===== src/rtl/asp_pkg.sv =====
package asp_pkg;

  // register byte offsets
  localparam logic [7:0] A_DATA = 8'h00;
  localparam logic [7:0] A_STAT = 8'h04;
  localparam logic [7:0] A_IDIV = 8'h08;
  localparam logic [7:0] A_FDIV = 8'h0C;
  localparam logic [7:0] A_LCR  = 8'h10;
  localparam logic [7:0] A_CTL  = 8'h14;
  localparam logic [7:0] A_FLS  = 8'h18;
  localparam logic [7:0] A_LPD  = 8'h1C;

  // reset values: both directions enabled, port off, half-depth levels
  localparam logic [15:0] CTL_RST = 16'h0300;
  localparam logic [5:0]  FLS_RST = 6'h12;

  // tick counts inside one bit period, low-power pulse length and the fractional divisor unit
  localparam logic [3:0]  BIT_LAST     = 4'hF;
  localparam logic [3:0]  START_SAMPLE = 4'h7;
  localparam logic [3:0]  SIR_WIDTH    = 4'h3;
  localparam logic [1:0]  LP_PULSE     = 2'h3;
  localparam logic [22:0] FRAC_ONE     = 23'h00_0040;

  // line control word
  typedef struct packed {
    logic       sps;
    logic [1:0] wlen;
    logic       fen;
    logic       stp2;
    logic       eps;
    logic       pen;
    logic       brk;
  } asp_lcr_t;

  // 30-bit working register: divisor and line control together
  typedef struct packed {
    logic [15:0] idiv;
    logic [5:0]  fdiv;
    asp_lcr_t    lcr;
  } asp_work_t;

  // received word with its status
  typedef struct packed {
    logic       oe;
    logic       be;
    logic       pe;
    logic       fe;
    logic [7:0] data;
  } asp_rxw_t;

  // port control word
  typedef struct packed {
    logic [5:0] rsv_hi;
    logic       receive_enable_bit;
    logic       transmit_enable_bit;
    logic [4:0] rsv_lo;
    logic       sirlp;
    logic       sir;
    logic       en;
  } asp_ctl_t;

  typedef enum logic [2:0] {
    ST_IDLE  = 3'b000,
    ST_START = 3'b001,
    ST_DATA  = 3'b010,
    ST_PAR   = 3'b011,
    ST_STOP  = 3'b100
  } asp_st_t;

endpackage


===== src/rtl/asp_uart.sv =====
`timescale 1ns/100ps
`default_nettype none
module asp_uart #(
  parameter int DEPTH = 16
) (
  input  wire logic        hclk,
  input  wire logic        hresetn,
  input  wire logic        hsel,
  input  wire logic [31:0] haddr,
  input  wire logic [1:0]  htrans,
  input  wire logic        hwrite,
  input  wire logic [2:0]  hsize,
  input  wire logic [31:0] hwdata,
  input  wire logic        hready,
  output logic             hreadyout,
  output logic             hresp,
  output logic [31:0]      hrdata,
  input  wire logic        serial_in,
  output logic             serial_out
);
  import asp_pkg::*;
  localparam int AW = $clog2(DEPTH);

  // software registers
  asp_ctl_t    ctl_r;
  logic [15:0] idiv_r;
  logic [5:0]  fdiv_r;
  asp_lcr_t    lcr_r;
  asp_work_t   work_r;
  logic [5:0]  fls_r;
  logic [7:0]  lpd_r;
  // bus
  logic        a_wr_r;
  logic [7:0]  a_addr_r;
  logic        hreadyout_r;
  logic [31:0] hrdata_r;
  logic        serial_out_r;
  // queues
  logic [7:0]  txm [DEPTH];
  asp_rxw_t    rxm [DEPTH];
  logic [AW-1:0] txw_r, txr_r, rxw_r, rxr_r;
  logic [AW:0] txn_r, rxn_r;
  logic        ovr_r;
  // timing
  logic [22:0] acc_r;
  logic        tick_r;
  logic [7:0]  lpc_r;
  logic [1:0]  pw_r;
  logic [3:0]  irh_r;
  // transmitter
  asp_st_t     tst_r, tst_nxt;
  logic [3:0]  tcnt_r, tcnt_nxt;
  logic [2:0]  tbit_r, tbit_nxt;
  logic [7:0]  tsh_r, tsh_nxt;
  logic        tpar_r, tpar_nxt, t2_r, t2_nxt, tx_pop;
  // receiver
  asp_st_t     rst_r, rst_nxt;
  logic [3:0]  rcnt_r, rcnt_nxt;
  logic [2:0]  rbit_r, rbit_nxt;
  logic [7:0]  rsh_r, rsh_nxt;
  logic        rz_r, rz_nxt, rpe_r, rpe_nxt, rx_push;

  // parity bit for the selected mode
  function automatic logic parb(input logic [7:0] d, input asp_lcr_t l);
    parb = l.sps ? !l.eps : (l.eps ? ^d : !(^d));
  endfunction

  // queue trigger levels in eighths of the depth
  function automatic logic [AW:0] thr(input logic [2:0] s);
    logic [AW+3:0] d;
    d = (AW+4)'(DEPTH);
    case (s)
      3'h0: thr = (AW+1)'(d >> 3);
      3'h1: thr = (AW+1)'(d >> 2);
      3'h3: thr = (AW+1)'((d * 3) >> 2);
      3'h4: thr = (AW+1)'((d * 7) >> 3);
      default: thr = (AW+1)'(d >> 1);
    endcase
  endfunction

  // address phase taken, data phase decode
  wire logic take_w  = hsel && hready && htrans[1];
  wire logic rd_take = take_w && !hwrite;
  wire logic wr_data = a_wr_r && a_addr_r == A_DATA;
  wire logic wr_idiv = a_wr_r && a_addr_r == A_IDIV;
  wire logic wr_fdiv = a_wr_r && a_addr_r == A_FDIV;
  wire logic wr_lcr  = a_wr_r && a_addr_r == A_LCR;
  wire logic wr_ctl  = a_wr_r && a_addr_r == A_CTL;
  wire logic wr_fls  = a_wr_r && a_addr_r == A_FLS;
  wire logic wr_lpd  = a_wr_r && a_addr_r == A_LPD;

  // queue state; fen clear shrinks both queues to one entry
  wire asp_lcr_t   lc_w     = work_r.lcr;
  wire logic [AW:0] cap_w   = lc_w.fen ? (AW+1)'(DEPTH) : (AW+1)'(1);
  wire logic tx_empty = txn_r == '0;
  wire logic tx_full  = txn_r >= cap_w;
  wire logic rx_empty = rxn_r == '0;
  wire logic rx_full  = rxn_r >= cap_w;
  wire logic tx_push  = wr_data && !tx_full;
  wire logic rx_ok    = rx_push && !rx_full;
  wire logic rx_pop   = rd_take && haddr[7:0] == A_DATA && !rx_empty;
  wire logic tx_lvl   = txn_r <= thr(fls_r[2:0]);
  wire logic rx_lvl   = rxn_r >= thr(fls_r[5:3]);
  wire logic busy_w   = !tx_empty || tst_r != ST_IDLE;

  // read mux, registered in the address phase
  wire logic [6:0] stat_w = {rx_lvl, tx_lvl, tx_empty, rx_full,
                             tx_full, rx_empty, busy_w};
  wire logic [7:0] ra_w = haddr[7:0];
  wire logic [31:0] rd_w =
    ra_w == A_DATA ? {20'h0_0000, rx_empty ? 12'h000 : rxm[rxr_r]} :
    ra_w == A_STAT ? {25'h000_0000, stat_w} :
    ra_w == A_IDIV ? {16'h0000, idiv_r} :
    ra_w == A_FDIV ? {26'h000_0000, fdiv_r} :
    ra_w == A_LCR  ? {24'h00_0000, lcr_r} :
    ra_w == A_CTL  ? {16'h0000, ctl_r} :
    ra_w == A_FLS  ? {26'h000_0000, fls_r} :
    ra_w == A_LPD  ? {24'h00_0000, lpd_r} : 32'h0000_0000;

  // bus slave: zero wait states, always okay
  always_ff @(posedge hclk or negedge hresetn) begin
    if (!hresetn) begin
      a_wr_r      <= 1'b0;
      a_addr_r    <= 8'h00;
      hrdata_r    <= 32'h0000_0000;
      hreadyout_r <= 1'b0;
    end else begin
      hreadyout_r <= 1'b1;
      a_wr_r      <= take_w && hwrite;
      if (take_w) a_addr_r <= haddr[7:0];
      if (rd_take) hrdata_r <= rd_w;
    end
  end

  // configuration; divisor reaches the working copy only on lcr write
  always_ff @(posedge hclk or negedge hresetn) begin
    if (!hresetn) begin
      ctl_r  <= asp_ctl_t'(CTL_RST);
      idiv_r <= 16'h0000;
      fdiv_r <= 6'h00;
      lcr_r  <= asp_lcr_t'(8'h00);
      work_r <= asp_work_t'(30'h0000_0000);
      fls_r  <= FLS_RST;
      lpd_r  <= 8'h00;
    end else begin
      if (wr_ctl) ctl_r <= asp_ctl_t'(hwdata[15:0]);
      if (wr_idiv) idiv_r <= hwdata[15:0];
      if (wr_fdiv) fdiv_r <= hwdata[5:0];
      if (wr_fls) fls_r <= hwdata[5:0];
      if (wr_lpd) lpd_r <= hwdata[7:0];
      if (wr_lcr) begin
        lcr_r  <= asp_lcr_t'(hwdata[7:0]);
        work_r <= {idiv_r, fdiv_r, hwdata[7:0]};
      end
    end
  end

  // receive line: infrared pulses stretched to a bit; half-duplex in infrared mode
  wire logic rin_w  = ctl_r.sir ? serial_in && irh_r == 4'h0 : serial_in;
  wire logic r_ok   = ctl_r.en && ctl_r.receive_enable_bit &&
                      !(ctl_r.sir && tst_r != ST_IDLE);
  wire logic [7:0] rdat_w = rsh_r >> (2'h3 - lc_w.wlen);

  // queue storage, data only so no reset
  always_ff @(posedge hclk) begin
    if (tx_push) txm[txw_r] <= hwdata[7:0];
    if (rx_ok) rxm[rxw_r] <= {ovr_r, rz_r && !rin_w, rpe_r, !rin_w,
                              rdat_w};
  end

  // queue pointers; a full receive queue drops the word, flags overrun
  always_ff @(posedge hclk or negedge hresetn) begin
    if (!hresetn) begin
      txw_r <= '0;
      txr_r <= '0;
      rxw_r <= '0;
      rxr_r <= '0;
      txn_r <= '0;
      rxn_r <= '0;
      ovr_r <= 1'b0;
    end else begin
      if (tx_push) txw_r <= txw_r + AW'(1);
      if (tx_pop) txr_r <= txr_r + AW'(1);
      if (rx_ok) rxw_r <= rxw_r + AW'(1);
      if (rx_pop) rxr_r <= rxr_r + AW'(1);
      txn_r <= txn_r + (AW+1)'(tx_push) - (AW+1)'(tx_pop);
      rxn_r <= rxn_r + (AW+1)'(rx_ok) - (AW+1)'(rx_pop);
      if (rx_push && rx_full) ovr_r <= 1'b1;
      else if (rx_ok) ovr_r <= 1'b0;
    end
  end

  // fractional 16x tick: add 64 per clock, subtract divisor on wrap;
  // keeps running while a character is still in flight
  wire logic [22:0] div_w = {1'b0, work_r.idiv, work_r.fdiv};
  wire logic [22:0] dv_w  = div_w < FRAC_ONE ? FRAC_ONE : div_w;
  wire logic [22:0] sum_w = acc_r + FRAC_ONE;
  wire logic run_w = ctl_r.en || tst_r != ST_IDLE || rst_r != ST_IDLE;
  always_ff @(posedge hclk or negedge hresetn) begin
    if (!hresetn) begin
      acc_r  <= 23'h00_0000;
      tick_r <= 1'b0;
    end else if (!run_w) begin
      acc_r  <= 23'h00_0000;
      tick_r <= 1'b0;
    end else begin
      tick_r <= sum_w >= dv_w;
      acc_r  <= sum_w >= dv_w ? sum_w - dv_w : sum_w;
    end
  end

  // character layout
  wire logic [2:0] lastb_w = {1'b0, lc_w.wlen} + 3'h4;
  wire logic [7:0] mask_w  = 8'hFF >> (2'h3 - lc_w.wlen);
  wire logic [7:0] tnew_w  = txm[txr_r] & mask_w;

  // transmitter
  always_comb begin
    tst_nxt  = tst_r;
    tcnt_nxt = tcnt_r;
    tbit_nxt = tbit_r;
    tsh_nxt  = tsh_r;
    tpar_nxt = tpar_r;
    t2_nxt   = t2_r;
    tx_pop   = 1'b0;
    case (tst_r)
      ST_IDLE: if (ctl_r.en && ctl_r.transmit_enable_bit && !tx_empty) begin
        tx_pop   = 1'b1;
        tsh_nxt  = tnew_w;
        tpar_nxt = parb(tnew_w, lc_w);
        tst_nxt  = ST_START;
        tcnt_nxt = 4'h0;
        t2_nxt   = 1'b0;
      end
      default: if (tick_r) begin
        tcnt_nxt = tcnt_r + 4'h1;
        if (tcnt_r == BIT_LAST) begin
          case (tst_r)
            ST_START: begin
              tst_nxt  = ST_DATA;
              tbit_nxt = 3'h0;
            end
            ST_DATA: begin
              tsh_nxt  = tsh_r >> 1;
              tbit_nxt = tbit_r + 3'h1;
              if (tbit_r == lastb_w) tst_nxt = lc_w.pen ? ST_PAR : ST_STOP;
            end
            ST_PAR: tst_nxt = ST_STOP;
            default: if (lc_w.stp2 && !t2_r) t2_nxt = 1'b1;
                     else tst_nxt = ST_IDLE;
          endcase
        end
      end
    endcase
  end

  // line level, break and infrared pulse shaping
  wire logic tbit_w = tst_r == ST_START ? 1'b0 :
                      tst_r == ST_DATA  ? tsh_r[0] :
                      tst_r == ST_PAR   ? tpar_r : 1'b1;
  wire logic line_w = tbit_w && !lc_w.brk;
  wire logic lp_w   = lpc_r == lpd_r;
  wire logic bnd_w  = tx_pop || (tick_r && tcnt_r == BIT_LAST);
  wire logic sirp_w = !line_w && (ctl_r.sirlp ? pw_r != 2'h0
                                              : tcnt_r < SIR_WIDTH);
  always_ff @(posedge hclk or negedge hresetn) begin
    if (!hresetn) begin
      serial_out_r <= 1'b1;
      lpc_r        <= 8'h00;
      pw_r         <= 2'h0;
    end else begin
      serial_out_r <= ctl_r.sir ? sirp_w : line_w;
      lpc_r        <= lp_w ? 8'h00 : lpc_r + 8'h01;
      if (bnd_w) pw_r <= LP_PULSE;
      else if (lp_w && pw_r != 2'h0) pw_r <= pw_r - 2'h1;
    end
  end

  // receiver
  always_comb begin
    rst_nxt  = rst_r;
    rcnt_nxt = rcnt_r;
    rbit_nxt = rbit_r;
    rsh_nxt  = rsh_r;
    rz_nxt   = rz_r;
    rpe_nxt  = rpe_r;
    rx_push  = 1'b0;
    if (tick_r) begin
      case (rst_r)
        ST_IDLE: if (r_ok && !rin_w) begin
          rst_nxt  = ST_START;
          rcnt_nxt = 4'h0;
          rz_nxt   = 1'b1;
          rpe_nxt  = 1'b0;
        end
        default: begin
          rcnt_nxt = rcnt_r + 4'h1;
          if (rst_r == ST_START) begin
            if (rcnt_r == START_SAMPLE) begin
              rcnt_nxt = 4'h0;
              rbit_nxt = 3'h0;
              rst_nxt  = rin_w ? ST_IDLE : ST_DATA;
            end
          end else if (rcnt_r == BIT_LAST) begin
            case (rst_r)
              ST_DATA: begin
                rsh_nxt  = {rin_w, rsh_r[7:1]};
                rz_nxt   = rz_r && !rin_w;
                rbit_nxt = rbit_r + 3'h1;
                if (rbit_r == lastb_w)
                  rst_nxt = lc_w.pen ? ST_PAR : ST_STOP;
              end
              ST_PAR: begin
                rpe_nxt = rin_w != parb(rdat_w, lc_w);
                rz_nxt  = rz_r && !rin_w;
                rst_nxt = ST_STOP;
              end
              default: begin
                rx_push = 1'b1;
                rst_nxt = ST_IDLE;
              end
            endcase
          end
        end
      endcase
    end
  end

  // state registers of both directions
  always_ff @(posedge hclk or negedge hresetn) begin
    if (!hresetn) begin
      tst_r  <= ST_IDLE;
      tcnt_r <= 4'h0;
      tbit_r <= 3'h0;
      tsh_r  <= 8'h00;
      tpar_r <= 1'b0;
      t2_r   <= 1'b0;
      rst_r  <= ST_IDLE;
      rcnt_r <= 4'h0;
      rbit_r <= 3'h0;
      rsh_r  <= 8'h00;
      rz_r   <= 1'b0;
      rpe_r  <= 1'b0;
      irh_r  <= 4'h0;
    end else begin
      tst_r  <= tst_nxt;
      tcnt_r <= tcnt_nxt;
      tbit_r <= tbit_nxt;
      tsh_r  <= tsh_nxt;
      tpar_r <= tpar_nxt;
      t2_r   <= t2_nxt;
      rst_r  <= rst_nxt;
      rcnt_r <= rcnt_nxt;
      rbit_r <= rbit_nxt;
      rsh_r  <= rsh_nxt;
      rz_r   <= rz_nxt;
      rpe_r  <= rpe_nxt;
      if (!serial_in) irh_r <= BIT_LAST;
      else if (tick_r && irh_r != 4'h0) irh_r <= irh_r - 4'h1;
    end
  end

  assign hreadyout  = hreadyout_r;
  assign hresp      = 1'b0;
  assign hrdata     = hrdata_r;
  assign serial_out = serial_out_r;

  // checks
  property p_ctl_reset;
    @(posedge hclk) disable iff (!hresetn)
    !$past(hresetn) |-> ctl_r.transmit_enable_bit && ctl_r.receive_enable_bit;
  endproperty
  a_ctl_reset: assert property (p_ctl_reset)
    else $error("enables not set after reset");

  property p_div_hold;
    @(posedge hclk) disable iff (!hresetn)
    (wr_idiv || wr_fdiv) |=> $stable(work_r);
  endproperty
  a_div_hold: assert property (p_div_hold)
    else $error("divisor applied without line write");

  property p_div_load;
    @(posedge hclk) disable iff (!hresetn)
    wr_lcr |=> work_r.idiv == $past(idiv_r) &&
               work_r.fdiv == $past(fdiv_r);
  endproperty
  a_div_load: assert property (p_div_load)
    else $error("divisor not loaded on line write");

  property p_idle_high;
    @(posedge hclk) disable iff (!hresetn)
    tst_r == ST_IDLE && !lc_w.brk && !ctl_r.sir |=> serial_out;
  endproperty
  a_idle_high: assert property (p_idle_high)
    else $error("idle line not high");

  property p_start_low;
    @(posedge hclk) disable iff (!hresetn)
    tst_r == ST_START && !lc_w.brk && !ctl_r.sir |=> !serial_out;
  endproperty
  a_start_low: assert property (p_start_low)
    else $error("start bit not low");

  property p_hold_gen;
    @(posedge hclk) disable iff (!hresetn)
    !run_w |=> acc_r == 23'h00_0000 && !tick_r;
  endproperty
  a_hold_gen: assert property (p_hold_gen)
    else $error("tick generator runs while disabled");

  property p_false_start;
    @(posedge hclk) disable iff (!hresetn)
    rst_r == ST_START && tick_r && rcnt_r == START_SAMPLE && rin_w
      |=> rst_r == ST_IDLE;
  endproperty
  a_false_start: assert property (p_false_start)
    else $error("false start not ignored");

  property p_busy;
    @(posedge hclk) disable iff (!hresetn)
    tx_push |=> busy_w;
  endproperty
  a_busy: assert property (p_busy)
    else $error("busy not raised on queue write");

  property p_bit_len;
    @(posedge hclk) disable iff (!hresetn)
    tst_r == ST_START && tick_r && tcnt_r == BIT_LAST
      |=> tst_r == ST_DATA && tcnt_r == 4'h0;
  endproperty
  a_bit_len: assert property (p_bit_len)
    else $error("start bit not sixteen ticks");

endmodule
`default_nettype wire


===== config.mk =====
export PLATFORM = sky130hd
export DESIGN_NAME = asp_uart
export DESIGN_NICKNAME = d
export VERILOG_FILES = /design/src/rtl/asp_pkg.sv /design/src/rtl/asp_uart.sv
export SDC_FILE = /design/constraint.sdc
export NUM_CORES = 1
export LEC_CHECK = 0
export BUFFER_PORTS_ARGS = -buffer_cell sky130_fd_sc_hd__buf_4
export CORE_MARGIN = 2
export CORE_UTILIZATION = 66
export CTS_CLUSTER_DIAMETER = 40
export DETAILED_ROUTE_END_ITERATION = 10
export GPL_TIMING_DRIVEN = 0
export PLACE_DENSITY = 0.85
export RECOVER_POWER = 25
export SETUP_SLACK_MARGIN = 0.15
export SLEW_MARGIN = 20
export SYNTH_ARGS = -nofsm -noshare
export SYNTH_HDL_FRONTEND = slang
export SYNTH_SLANG_ARGS = --single-unit

===== constraint.sdc =====
create_clock -name hclk -period 9.9 [get_ports hclk]
set_clock_uncertainty 0.15 [all_clocks]
set_input_delay 0.99 -clock hclk [delete_from_list [all_inputs] [get_ports hclk]]
set_output_delay 0.99 -clock hclk [all_outputs]
set_load 0.01 [all_outputs]

* Yosys cells after proc, flatten, opt, wreduce, memory -nomap -nowiden
Memory sizes are Yosys's and may differ from the RTL's.
Index checks and enable logic that the tools add are counted.
** Word-level totals
- Register bits after elaboration :: 230
- Memory bits (writable) :: 320
- Bits of input ports :: 75
- Output and inout port bits :: 35
- Logic and storage cells :: 307
- Memories kept :: 2
** Cells by class
- Add/sub/neg operators :: 19
- Order comparisons :: 7
- Equal/unequal tests :: 42
- Shifts and indexed selects :: 2
- Muxes and demuxes :: 93
- Bitwise operators :: 4
- Reductions and logical operators :: 89
** Memory list
- rxm :: depth 16, width 12, read ports 1, clocked after memory_dff 0, write ports 1, line asp_uart.sv:40 : asp_rxw_t rxm [DEPTH];
- txm :: depth 16, width 8, read ports 1, clocked after memory_dff 0, write ports 1, line asp_uart.sv:39 : logic [7:0] txm [DEPTH];
** Operators by type and width (count)
- 16-bit 2-to-1 mux :: 6
- 8-bit by 5-bit equality test with 1-bit output (second input constant) :: 8
- 8-bit 2-to-1 mux :: 8
- 3-bit 2-to-1 mux :: 17
- 23-bit 2-to-1 mux :: 2
- 1-bit 2-to-1 mux :: 40
- 4-bit 2-to-1 mux :: 9
- 5-bit AND reduction :: 7
- 8-bit by 4-bit equality test with 1-bit output (second input constant) :: 4
- 4-bit case mux with 4 select lines :: 2
- 1-bit logical AND :: 30
- 2-bit nonzero test :: 13
- 4-bit by 1-bit adder with 4-bit output (second input constant) :: 6
- 23-bit by 7-bit adder with 23-bit output (second input constant) :: 1
- 23-bit by 22-bit greater-or-equal comparator with 1-bit output :: 1
- 23-bit by 22-bit subtractor with 23-bit output :: 1
- 22-bit by 7-bit < comparator with 1-bit output (second input constant) :: 1
- 22-bit 2-to-1 mux :: 1
- 3-bit by 2-bit equality test with 1-bit output (second input constant) :: 6
- 8-bit logical NOT :: 2
- 8-bit parity :: 2
- 5-bit greater-or-equal comparator :: 3
- 1-bit logical NOT :: 13
- 3-bit by 1-bit equality test with 1-bit output (second input constant) :: 4
- other kinds (42) :: 69

* Logic depth before layout (Yosys ltp)
Gate-level depths: netlist of run 1.
- Word-level depth :: 11
- Gate-level depth with buffers :: 18
- Mapped depth without buffers :: 17

* Least setup slack after synthesis of run 1
No wires, ideal clock.
- Path type :: in2reg
- Start :: in haddr[1]
- End :: reg rxn_r[4]
- Library setup time :: 123 ps
- Arrival time :: 3593 ps
- Required time :: 9627 ps
- Setup slack :: 6034 ps
- Stages on the path :: 17
- Buffers on the path :: 1
- Path through :: or4_1 > nor3_1 > nand2_1 > nor2_1 > nand2_1 > nor2_1 > buf_2 > ha_1 > inv_1 > ha_1 > inv_1 > fa_1 > nor2_1 > nor2_1 > nor2_1 > nor2_1 > xnor2_1
** On the way
- Cells in the longest elaborated chain, start to end :: 4
** Ends and longest elaborated chain
- start, declared :: line asp_uart.sv:9 : input wire logic [31:0] haddr,
- 8-bit logical NOT :: line asp_uart.sv:101 : wire logic rx_pop = rd_take && haddr[7:0] == A_DATA && !rx_empty;
- 1-bit logical AND (2 in a row) :: line asp_uart.sv:101
- named net rx_pop :: line asp_uart.sv:101
- 5-bit by 1-bit subtractor with 5-bit output :: line asp_uart.sv:187 : rxn_r <= rxn_r + (AW+1)'(rx_ok) - (AW+1)'(rx_pop);
- end signal, assigned :: line asp_uart.sv:187
- end, declared :: line asp_uart.sv:42 : logic [AW:0] txn_r, rxn_r;
The timed path passes the listed nets, and every way through them passes these cells.
A chain may end at the register's enable or synchronous reset.

* Worst setup path after layout of run 1
Same ends and word-level chain as after synthesis.

==> impl_metrics.toml, run 1 <==
[timing]
fmax_mhz = 239.8
maxSlewHeadroom_pct = -123.3
finalHoldViolCount = 0
final.setup.worst_slack_ns = 5.730
max_slew.worst_pin.slew_ns = 3.349
report.final.setup_viol = 0
period_share_pct = 42.12
fin_tns_setup_ns = 0
finalCriticalPeriod_ns = 4.170
maxSlewViolCount = 57
unrepaired_setup_endpoints_after_global_routing = "no"

[routing]
detail_route.wl_per_cell_um = 25.88
vias = 15800
drt_drc = 0
ant_nets = 0
routed_wirelength_um = 61540
drt_first_pass_iters = 6
via_per_inst = 6.643
drt_iter0_markers = 1451

[layout]
synthToLayoutAreaGrowth_pct = 14.07
seq_area_um2 = 14970
antenna_cells_inserted = 0
fillers = 2015
final_layout_size_suffix_gt1_share_pct = 22.04
final_nets = 2002
multi_input_comb_area_um2 = 8900
finalNonFillerCells = 2378
finish.instance_area_um2 = 27870

[critical_path]
cp-start-kind = "input port"
critical_path_class = "input port to flip-flop"
worst_setup_path_startpoint = "haddr[1]"
timing.critical_path.fanout_max = 10
critical_path.cell_chain = "buf_4 -> or4_1 -> nor3_1 -> nand2_1 -> nor2_1 -> nand2_1 -> nor2_1 -> buf_2 -> ha_1 -> inv_1 -> ha_1 -> inv_1 -> fa_1 -> nor2_1 -> nor2_1 -> nor2_1 -> nor2_1 -> xnor2_1"
critPathRequiredTime_ns = 10.23
crit_path_frequent_cell = "sky130_fd_sc_hd__nor2_1"
critical-path-max-stage-delay_ns = 0.60
critical_path.reg2reg.startpoint = "div_w[19]$_DFFE_PN0P_"
critPathTopFamily = "simple AND/OR/NAND/NOR gates"
worst-endpoint-arrival_ns = 4.50
cp_num_buf_inv = 4
crit_path_top_delay_cell = "sky130_fd_sc_hd__or4_1"
critPathCaptureType = "flip-flop"

[placement]
detailedPlacementHpwl_um = 38170
placed_area_um2 = 25640
numPlacedInstances = 2256
place_ws_ns = 5.344
gp_congestion = 0.9091
io_buffers = 47

[floorplanning]
die_y_extent_um = 196.4
floorplan.initialDensity_pct = 66.89
boundaryPins = 110
core_region_area_um2 = 36520
fp.dieArea_um2 = 38570
chipWidth_um = 196.4
std_cell_rows = 70

[power]
cellLeakagePower_nw = 10.68
seq_power_share_pct = 43.8
peakVddDrop_v = 0.0002029
power_density_nw_per_um2 = 205.1
total_switching_power_mw = 1.500
portion_of_total_power_attributed_to_combinational_logic_pct = 13.2
power.clock.fraction_pct = 43.1
internal_power_mw = 4.215
switching_share_of_total_power_pct = 26.24

[global_route]
globalRoute.totalOverflow = 0
vias_in_the_first_global_route = 16260
grt_start_max_net_pins = 84
antenna_violations_before_repair = 1
grt_pass1_wl_um = 94990
grtUsageTotal_pct = 33.13

[logic_synthesis]
edff_count_synth = 320
synth.lib_cells_used.distinct = 77
yosys_register_bits = 534
dominantRegCellSynth = "sky130_fd_sc_hd__edfxtp_1"
mean_cell_area_of_the_mapped_netlist_um2 = 14.25
gate_count_of_the_mapped_netlist = 1714
synth_warnings = 0
synth-seq-area-share_pct = 61.28
synth.cell_area_um2 = 24430
async_reset_ff_share_pct = 40.07

[status]
outcome = "finished, violations left"
violations = "capacitance limit, slew limit"

[worst_hold_path]
holdCritStartpoint = "tsh_r[4]$_DFFE_PN0P_"
min_path_type = "flip-flop to flip-flop"

[cts]
cts.sinks = 534
clock-root-buffer = "sky130_fd_sc_hd__clkbuf_16"
cts_made_buffers = 67
clkLatencyLatePin_ns = 0.60
clock_tree_from_tritoncts = "done"
cts.path.max_buffers = 3
clock_tree.htree_level_count = 3
cts_post_setup_buffers_inserted = 0
cts-resized-gates = 0
path_clk_slew_ns = 0.06
ctsHoldBuffers = 0

[job]
drv_cap = 1
## synth_stat cells, types with 17 or more instances
cell                       instances  area share, %
sky130_fd_sc_hd__mux4_2           79            7.3
sky130_fd_sc_hd__nand3_1          40           0.82
sky130_fd_sc_hd__nor3_1           25           0.51
sky130_fd_sc_hd__a22oi_1          19           0.58
sky130_fd_sc_hd__xnor2_1          58            2.1
sky130_fd_sc_hd__a21o_1           17           0.52
sky130_fd_sc_hd__mux2_2          100            4.6
sky130_fd_sc_hd__o21ai_0          62            1.3
sky130_fd_sc_hd__mux2i_1          45            1.8
sky130_fd_sc_hd__a21oi_1          56            1.1
sky130_fd_sc_hd__clkbuf_1         40           0.61
sky130_fd_sc_hd__ha_1             67            3.4
sky130_fd_sc_hd__nand2_1         104            1.6
sky130_fd_sc_hd__dfrtp_1         209             21
sky130_fd_sc_hd__edfxtp_1        320             39
sky130_fd_sc_hd__xor2_1           30            1.1
sky130_fd_sc_hd__nor2_1          121            1.9
sky130_fd_sc_hd__buf_4            21           0.65
sky130_fd_sc_hd__inv_1            69            1.1
sky130_fd_sc_hd__nor2b_1          17           0.44
## layer usage
| layer | track usage (%) | vias to the layer above | share of wire, % |
|---|---|---|---|
| li1 | - | 6686 | - |
| met1 | 41.07 | 7877 | 36 |
| met4 | 15.68 | 2 | 5.3 |
| met3 | 6.075 | 253 | 8.2 |
| met2 | 57.03 | 979 | 51 |
| met5 | 0 | - | 0.011 |
## cell families after synthesis
kind of cell    Yosys count  synth area share, %
mux                     236                14.97
xor+xnor                 90                3.314
fa+ha+maj                70                3.678
other cells               2              0.03074
compound gates          239                6.326
simple gates            387                7.427
buf+inv                 156                2.976
flops                   534                61.28
## worst min-delay path: stages, from the launching register on
cell and delay, ns:
sky130_fd_sc_hd__dfrtp_1 0.34, sky130_fd_sc_hd__nand2_1 0.05, sky130_fd_sc_hd__o21ai_1 0.06
## metrics by stage
stage | hold WS [ns] | utilization, % | power (mW)
2_1_floorplan | 0.2870 | - | 3.086
5_1_grt | 0.3682 | 76.30 | 5.902
4_1_cts | 0.1936 | 76.34 | 5.724
3_5_place_dp | 0.3264 | 70.20 | 3.276
6_report | 0.3409 | 76.30 | 5.715
3_3_place_gp | 0.3175 | 69.62 | 3.241
## area by class of cell
cell class	count	area share, %
plain buffers	86	1.661
clock buffers	83	6.528
clock inverters	39	1.518
inverters	70	0.9474
multi-input cells	1040	31.94
flip-flops and latches	534	53.72
well taps	468	2.101
repair buffers	58	1.585
## placed cells by master, fill, tap and decap left out, drive strengths merged, types with 4 or more instances in the layout
cell type,count
edfxtp,320
dfrtp,209
clkbuf,133
nor2,121
nand2,104
mux2,101
buf,94
mux4,90
inv,88
o21ai,70
ha,67
xnor2,59
a21oi,58
mux2i,45
nand3,40
xor2,30
nor3,25
a22oi,20
conb,18
a21o,17
nor2b,17
and3,16
clkinv,16
nand4,13
nor4,11
nand2b,10
a31oi,8
o211ai,7
a211oi,7
and2,6
or3,6
o31ai,6
o21a,5
or2,5
dfstp,5
and4,4
a221o,4
a22o,4
bufinv,4
## final timing paths
path,end,depth (start not counted),slack [ns]
setup / recovery,rxn_r[4]$_DFF_PN0_,18,5.73
hold / removal,tsh_r[4]$_DFFE_PN0P_,2,0.34
setup reg to reg,acc_r[22]$_DFF_PN0_,14,5.73
hold reg to reg,tsh_r[4]$_DFFE_PN0P_,2,0.34
max in group asynchronous,txn_r[2]$_DFF_PN0_,1,6.34
min in group asynchronous,acc_r[13]$_DFF_PN0_,1,1.38
## power by group through the flow
| stage | Combinational, mW | Sequential, mW | Clock [mW] |
|---|---|---|---|
| CTS | 0.752 | 2.50 | 2.47 |
| global placement | 0.704 | 2.54 | 0 |
| global route | 0.834 | 2.51 | 2.56 |
| floorplan | 0.567 | 2.52 | 0 |
| detailed placement | 0.737 | 2.54 | 0 |
| finish | 0.752 | 2.50 | 2.46 |
## flip-flops by register name, summed over array words and instances (netlist names), 16 cells and up
register  count
rxm         192
txm         128
acc_r        23
div_w        22
ctl_r        16
hrdata       16
idiv_r       16
No activity file was read; power rests on OpenSTA's default activity.
==> run 2: changes to the inputs <==
Settings changed: CORE_UTILIZATION 66 to 62, PLACE_DENSITY 0.85 to 0.8.
Clock period 9.9 ns to 4.1 ns, I/O delays scaled along.
==> run 2 against run 1 <==
Compared with the run above: the flow still finishes with violations (capacitance limit, slew limit); critical path depth unchanged; setup slack got worse by 5.4 ns; global-route usage decreased by 3.5 points; sequential share of layout area decreased by 1.1 points; register-to-register slack got worse by 5.4 ns; utilization decreased by 2.8 points; largest power group is now the clock network; worst hold slack got worse by 0.18 ns; die area increased by 6.3%; critical path type is now flip-flop to flip-flop.
==> impl_metrics.toml, run 2 (synthesis gave the netlist of run 1 again) <==
[status]
outcome = "finished, violations left"
violations = "capacitance limit, slew limit"

[routing]
vias = 15440
via_per_inst = 6.272
detail_route.wl_per_cell_um = 24.02
drt_first_pass_iters = 7
ant_nets = 0
drt_drc = 0
routed_wirelength_um = 59120
drt_iter0_markers = 1404

[cts]
cts_made_buffers = 70
cts.path.max_buffers = 3
clock-root-buffer = "sky130_fd_sc_hd__clkbuf_16"
clkLatencyLatePin_ns = 0.59
clock_tree.htree_level_count = 3
cts.sinks = 534
clock_tree_from_tritoncts = "done"
path_clk_slew_ns = 0.06

[power]
cellLeakagePower_nw = 10.88
design_power_total_mw = 14.22
power_density_nw_per_um2 = 499.6
peakVddDrop_v = 0.0006907

[job]
drv_cap = 1

[timing]
fmax_mhz = 266.1
report.final.setup_viol = 0
whs_ns = 0.1630
max_slew.worst_pin.slew_ns = 1.776
maxSlewHeadroom_pct = -18.38
finalHoldViolCount = 0
finalCriticalPeriod_ns = 3.758
period_share_pct = 91.66
maxSlewViolCount = 66
unrepaired_setup_endpoints_after_global_routing = "no"

[critical_path]
worst-endpoint-arrival_ns = 4.04
timing.critical_path.fanout_max = 10
critical_path.reg2reg.startpoint = "acc_r[6]$_DFF_PN0_"
reg2reg_setup_slack_ns = 0.34
critPathCaptureType = "flip-flop"
r2r_end = "acc_r[19]$_DFF_PN0_"
cp-start-kind = "flip-flop"
worst_r2r_path_depth = 18
critical_path_class = "flip-flop to flip-flop"
critPathRequiredTime_ns = 4.39

[layout]
final_common_cell = "sky130_fd_sc_hd__edfxtp_1"
synthToLayoutAreaGrowth_pct = 16.54
largest-register = "rxm"
finalNonFillerCells = 2461
largest_register_ff_count = 192
final_core_util_pct = 73.49
final_layout_size_suffix_gt1_share_pct = 23.22
leading_cell_types_in_the_layout_fill_and_taps_excluded = "sky130_fd_sc_hd__edfxtp_1, sky130_fd_sc_hd__dfrtp_1, sky130_fd_sc_hd__nor2_1"
final_nets = 2030
reg.largest.list = "rxm (192), txm (128), acc_r (23)"
finish.instance_area_um2 = 28470

[floorplanning]
die_y_extent_um = 202.5
core_region_area_um2 = 38740
boundaryPins = 110
std_cell_rows = 72
chipWidth_um = 202.5
fp.dieArea_um2 = 41000
floorplan.initialDensity_pct = 63.06

[global_route]
grtUsageTotal_pct = 29.60
antenna_violations_before_repair = 1
grt_start_max_net_pins = 77
globalRoute.totalOverflow = 0
vias_in_the_first_global_route = 15880
grt_pass1_wl_um = 92030

[placement]
numPlacedInstances = 2310
gp_congestion = 0.9265
io_buffers = 47
detailedPlacementHpwl_um = 37590
placed_area_um2 = 25760

[worst_hold_path]
min_path_type = "input port to flip-flop"
whs_endpoint = "a_addr_r[7]$_DFFE_PN0P_"
holdCritStartpoint = "hready"
hold_depth = 3
[run 2: cell types whose count changed in the layout (fill, tap and decap cells not counted), moves of 3 or more]
cell	before	now
sky130_fd_sc_hd__dlygate4sd3_1	0	17
sky130_fd_sc_hd__clkinv_4	2	9
sky130_fd_sc_hd__clkbuf_16	69	75
sky130_fd_sc_hd__clkbuf_8	4	0
sky130_fd_sc_hd__inv_6	12	8
sky130_fd_sc_hd__buf_6	4	7
sky130_fd_sc_hd__clkinv_1	4	7
sky130_fd_sc_hd__clkinv_2	7	4
sky130_fd_sc_hd__ha_1	67	64
sky130_fd_sc_hd__nor4_1	10	7
[run 2: where the power goes]
group	total, mW	leakage (nW)	internal (mW)	switching (mW)
Combinational	1.97	4.17	0.933	1.04
Sequential	6.04	5.55	5.87	0.171
Clock	6.21	1.16	3.78	2.43
Total	14.2	10.9	10.6	3.64
[run 2: worst max path at each step]
stage / start / end / depth (start not counted)
floorplan: acc_r[6]$_DFF_PN0_ / acc_r[10]$_DFF_PN0_ / 17
global placement: lc_w[4]$_DFFE_PN0P_ / rxm[0][8]$_DFFE_PP_ / 9
detailed placement: div_w[19]$_DFFE_PN0P_ / acc_r[10]$_DFF_PN0_ / 14
CTS: div_w[21]$_DFFE_PN0P_ / acc_r[22]$_DFF_PN0_ / 14
global route: acc_r[6]$_DFF_PN0_ / acc_r[17]$_DFF_PN0_ / 18
finish: acc_r[6]$_DFF_PN0_ / acc_r[19]$_DFF_PN0_ / 18
[run 2: layer usage]
layer | up-vias | wire length, um | global-route usage [%]
met3 | 168 | 4201 | 5.361
li1 | 6762 | - | -
met4 | 0 | 2094 | 10.74
met2 | 722 | 30060 | 49.88
met1 | 7784 | 22770 | 39.01
met5 | - | 0 | 0
[run 2: worst max-delay path: stages (launching register included)]
cell,delay (ns)
sky130_fd_sc_hd__dfrtp_1,0.37
sky130_fd_sc_hd__ha_2,0.22
sky130_fd_sc_hd__and4_4,0.25
sky130_fd_sc_hd__nand3_4,0.10
sky130_fd_sc_hd__inv_2,0.08
sky130_fd_sc_hd__nand2_1,0.08
sky130_fd_sc_hd__xnor2_2,0.25
sky130_fd_sc_hd__ha_4,0.26
sky130_fd_sc_hd__a21o_1,0.19
sky130_fd_sc_hd__a21o_1,0.20
sky130_fd_sc_hd__a21oi_2,0.17
sky130_fd_sc_hd__and2_4,0.17
sky130_fd_sc_hd__nor3b_4,0.22
sky130_fd_sc_hd__o21ai_2,0.12
sky130_fd_sc_hd__a21oi_4,0.24
sky130_fd_sc_hd__buf_12,0.15
sky130_fd_sc_hd__buf_6,0.15
sky130_fd_sc_hd__mux2i_1,0.19
sky130_fd_sc_hd__nor2_1,0.05
[run 2: metrics by stage]
stage                     setup TNS, ns  setup WS (ns)
after CTS                             0         0.1709
after detailed placement        -0.9839       -0.09025
final                                 0         0.3418
after global placement           -15.87        -0.3685
after global routing                  0         0.1578
after floorplan                       0         0.6399
[run 2: repair_timing]
action	4_1_cts	5_1_grt
gates resized for setup	3	27
gates cloned	0	0
hold buffers	17	0
setup buffers	4	0
endpoints found under the setup margin	24	25
pin swaps	2	5
hold endpoints to repair	92	0
[run 2: final cells by class]
| cell class | count | area (um^2) |
|---|---|---|
| Clock buffer | 87 | 1922 |
| Clock inverter | 42 | 474.2 |
| Inverter | 70 | 264.0 |
| Multi-Input combinational cell | 1040 | 9012 |
| Antenna cell | 1 | 2.502 |
| Buffer | 86 | 470.5 |
| Fill cell | 2337 | 10270 |
| Timing Repair Buffer | 83 | 704.4 |
| Sequential cell | 534 | 14970 |
| Tap cell | 518 | 648.1 |
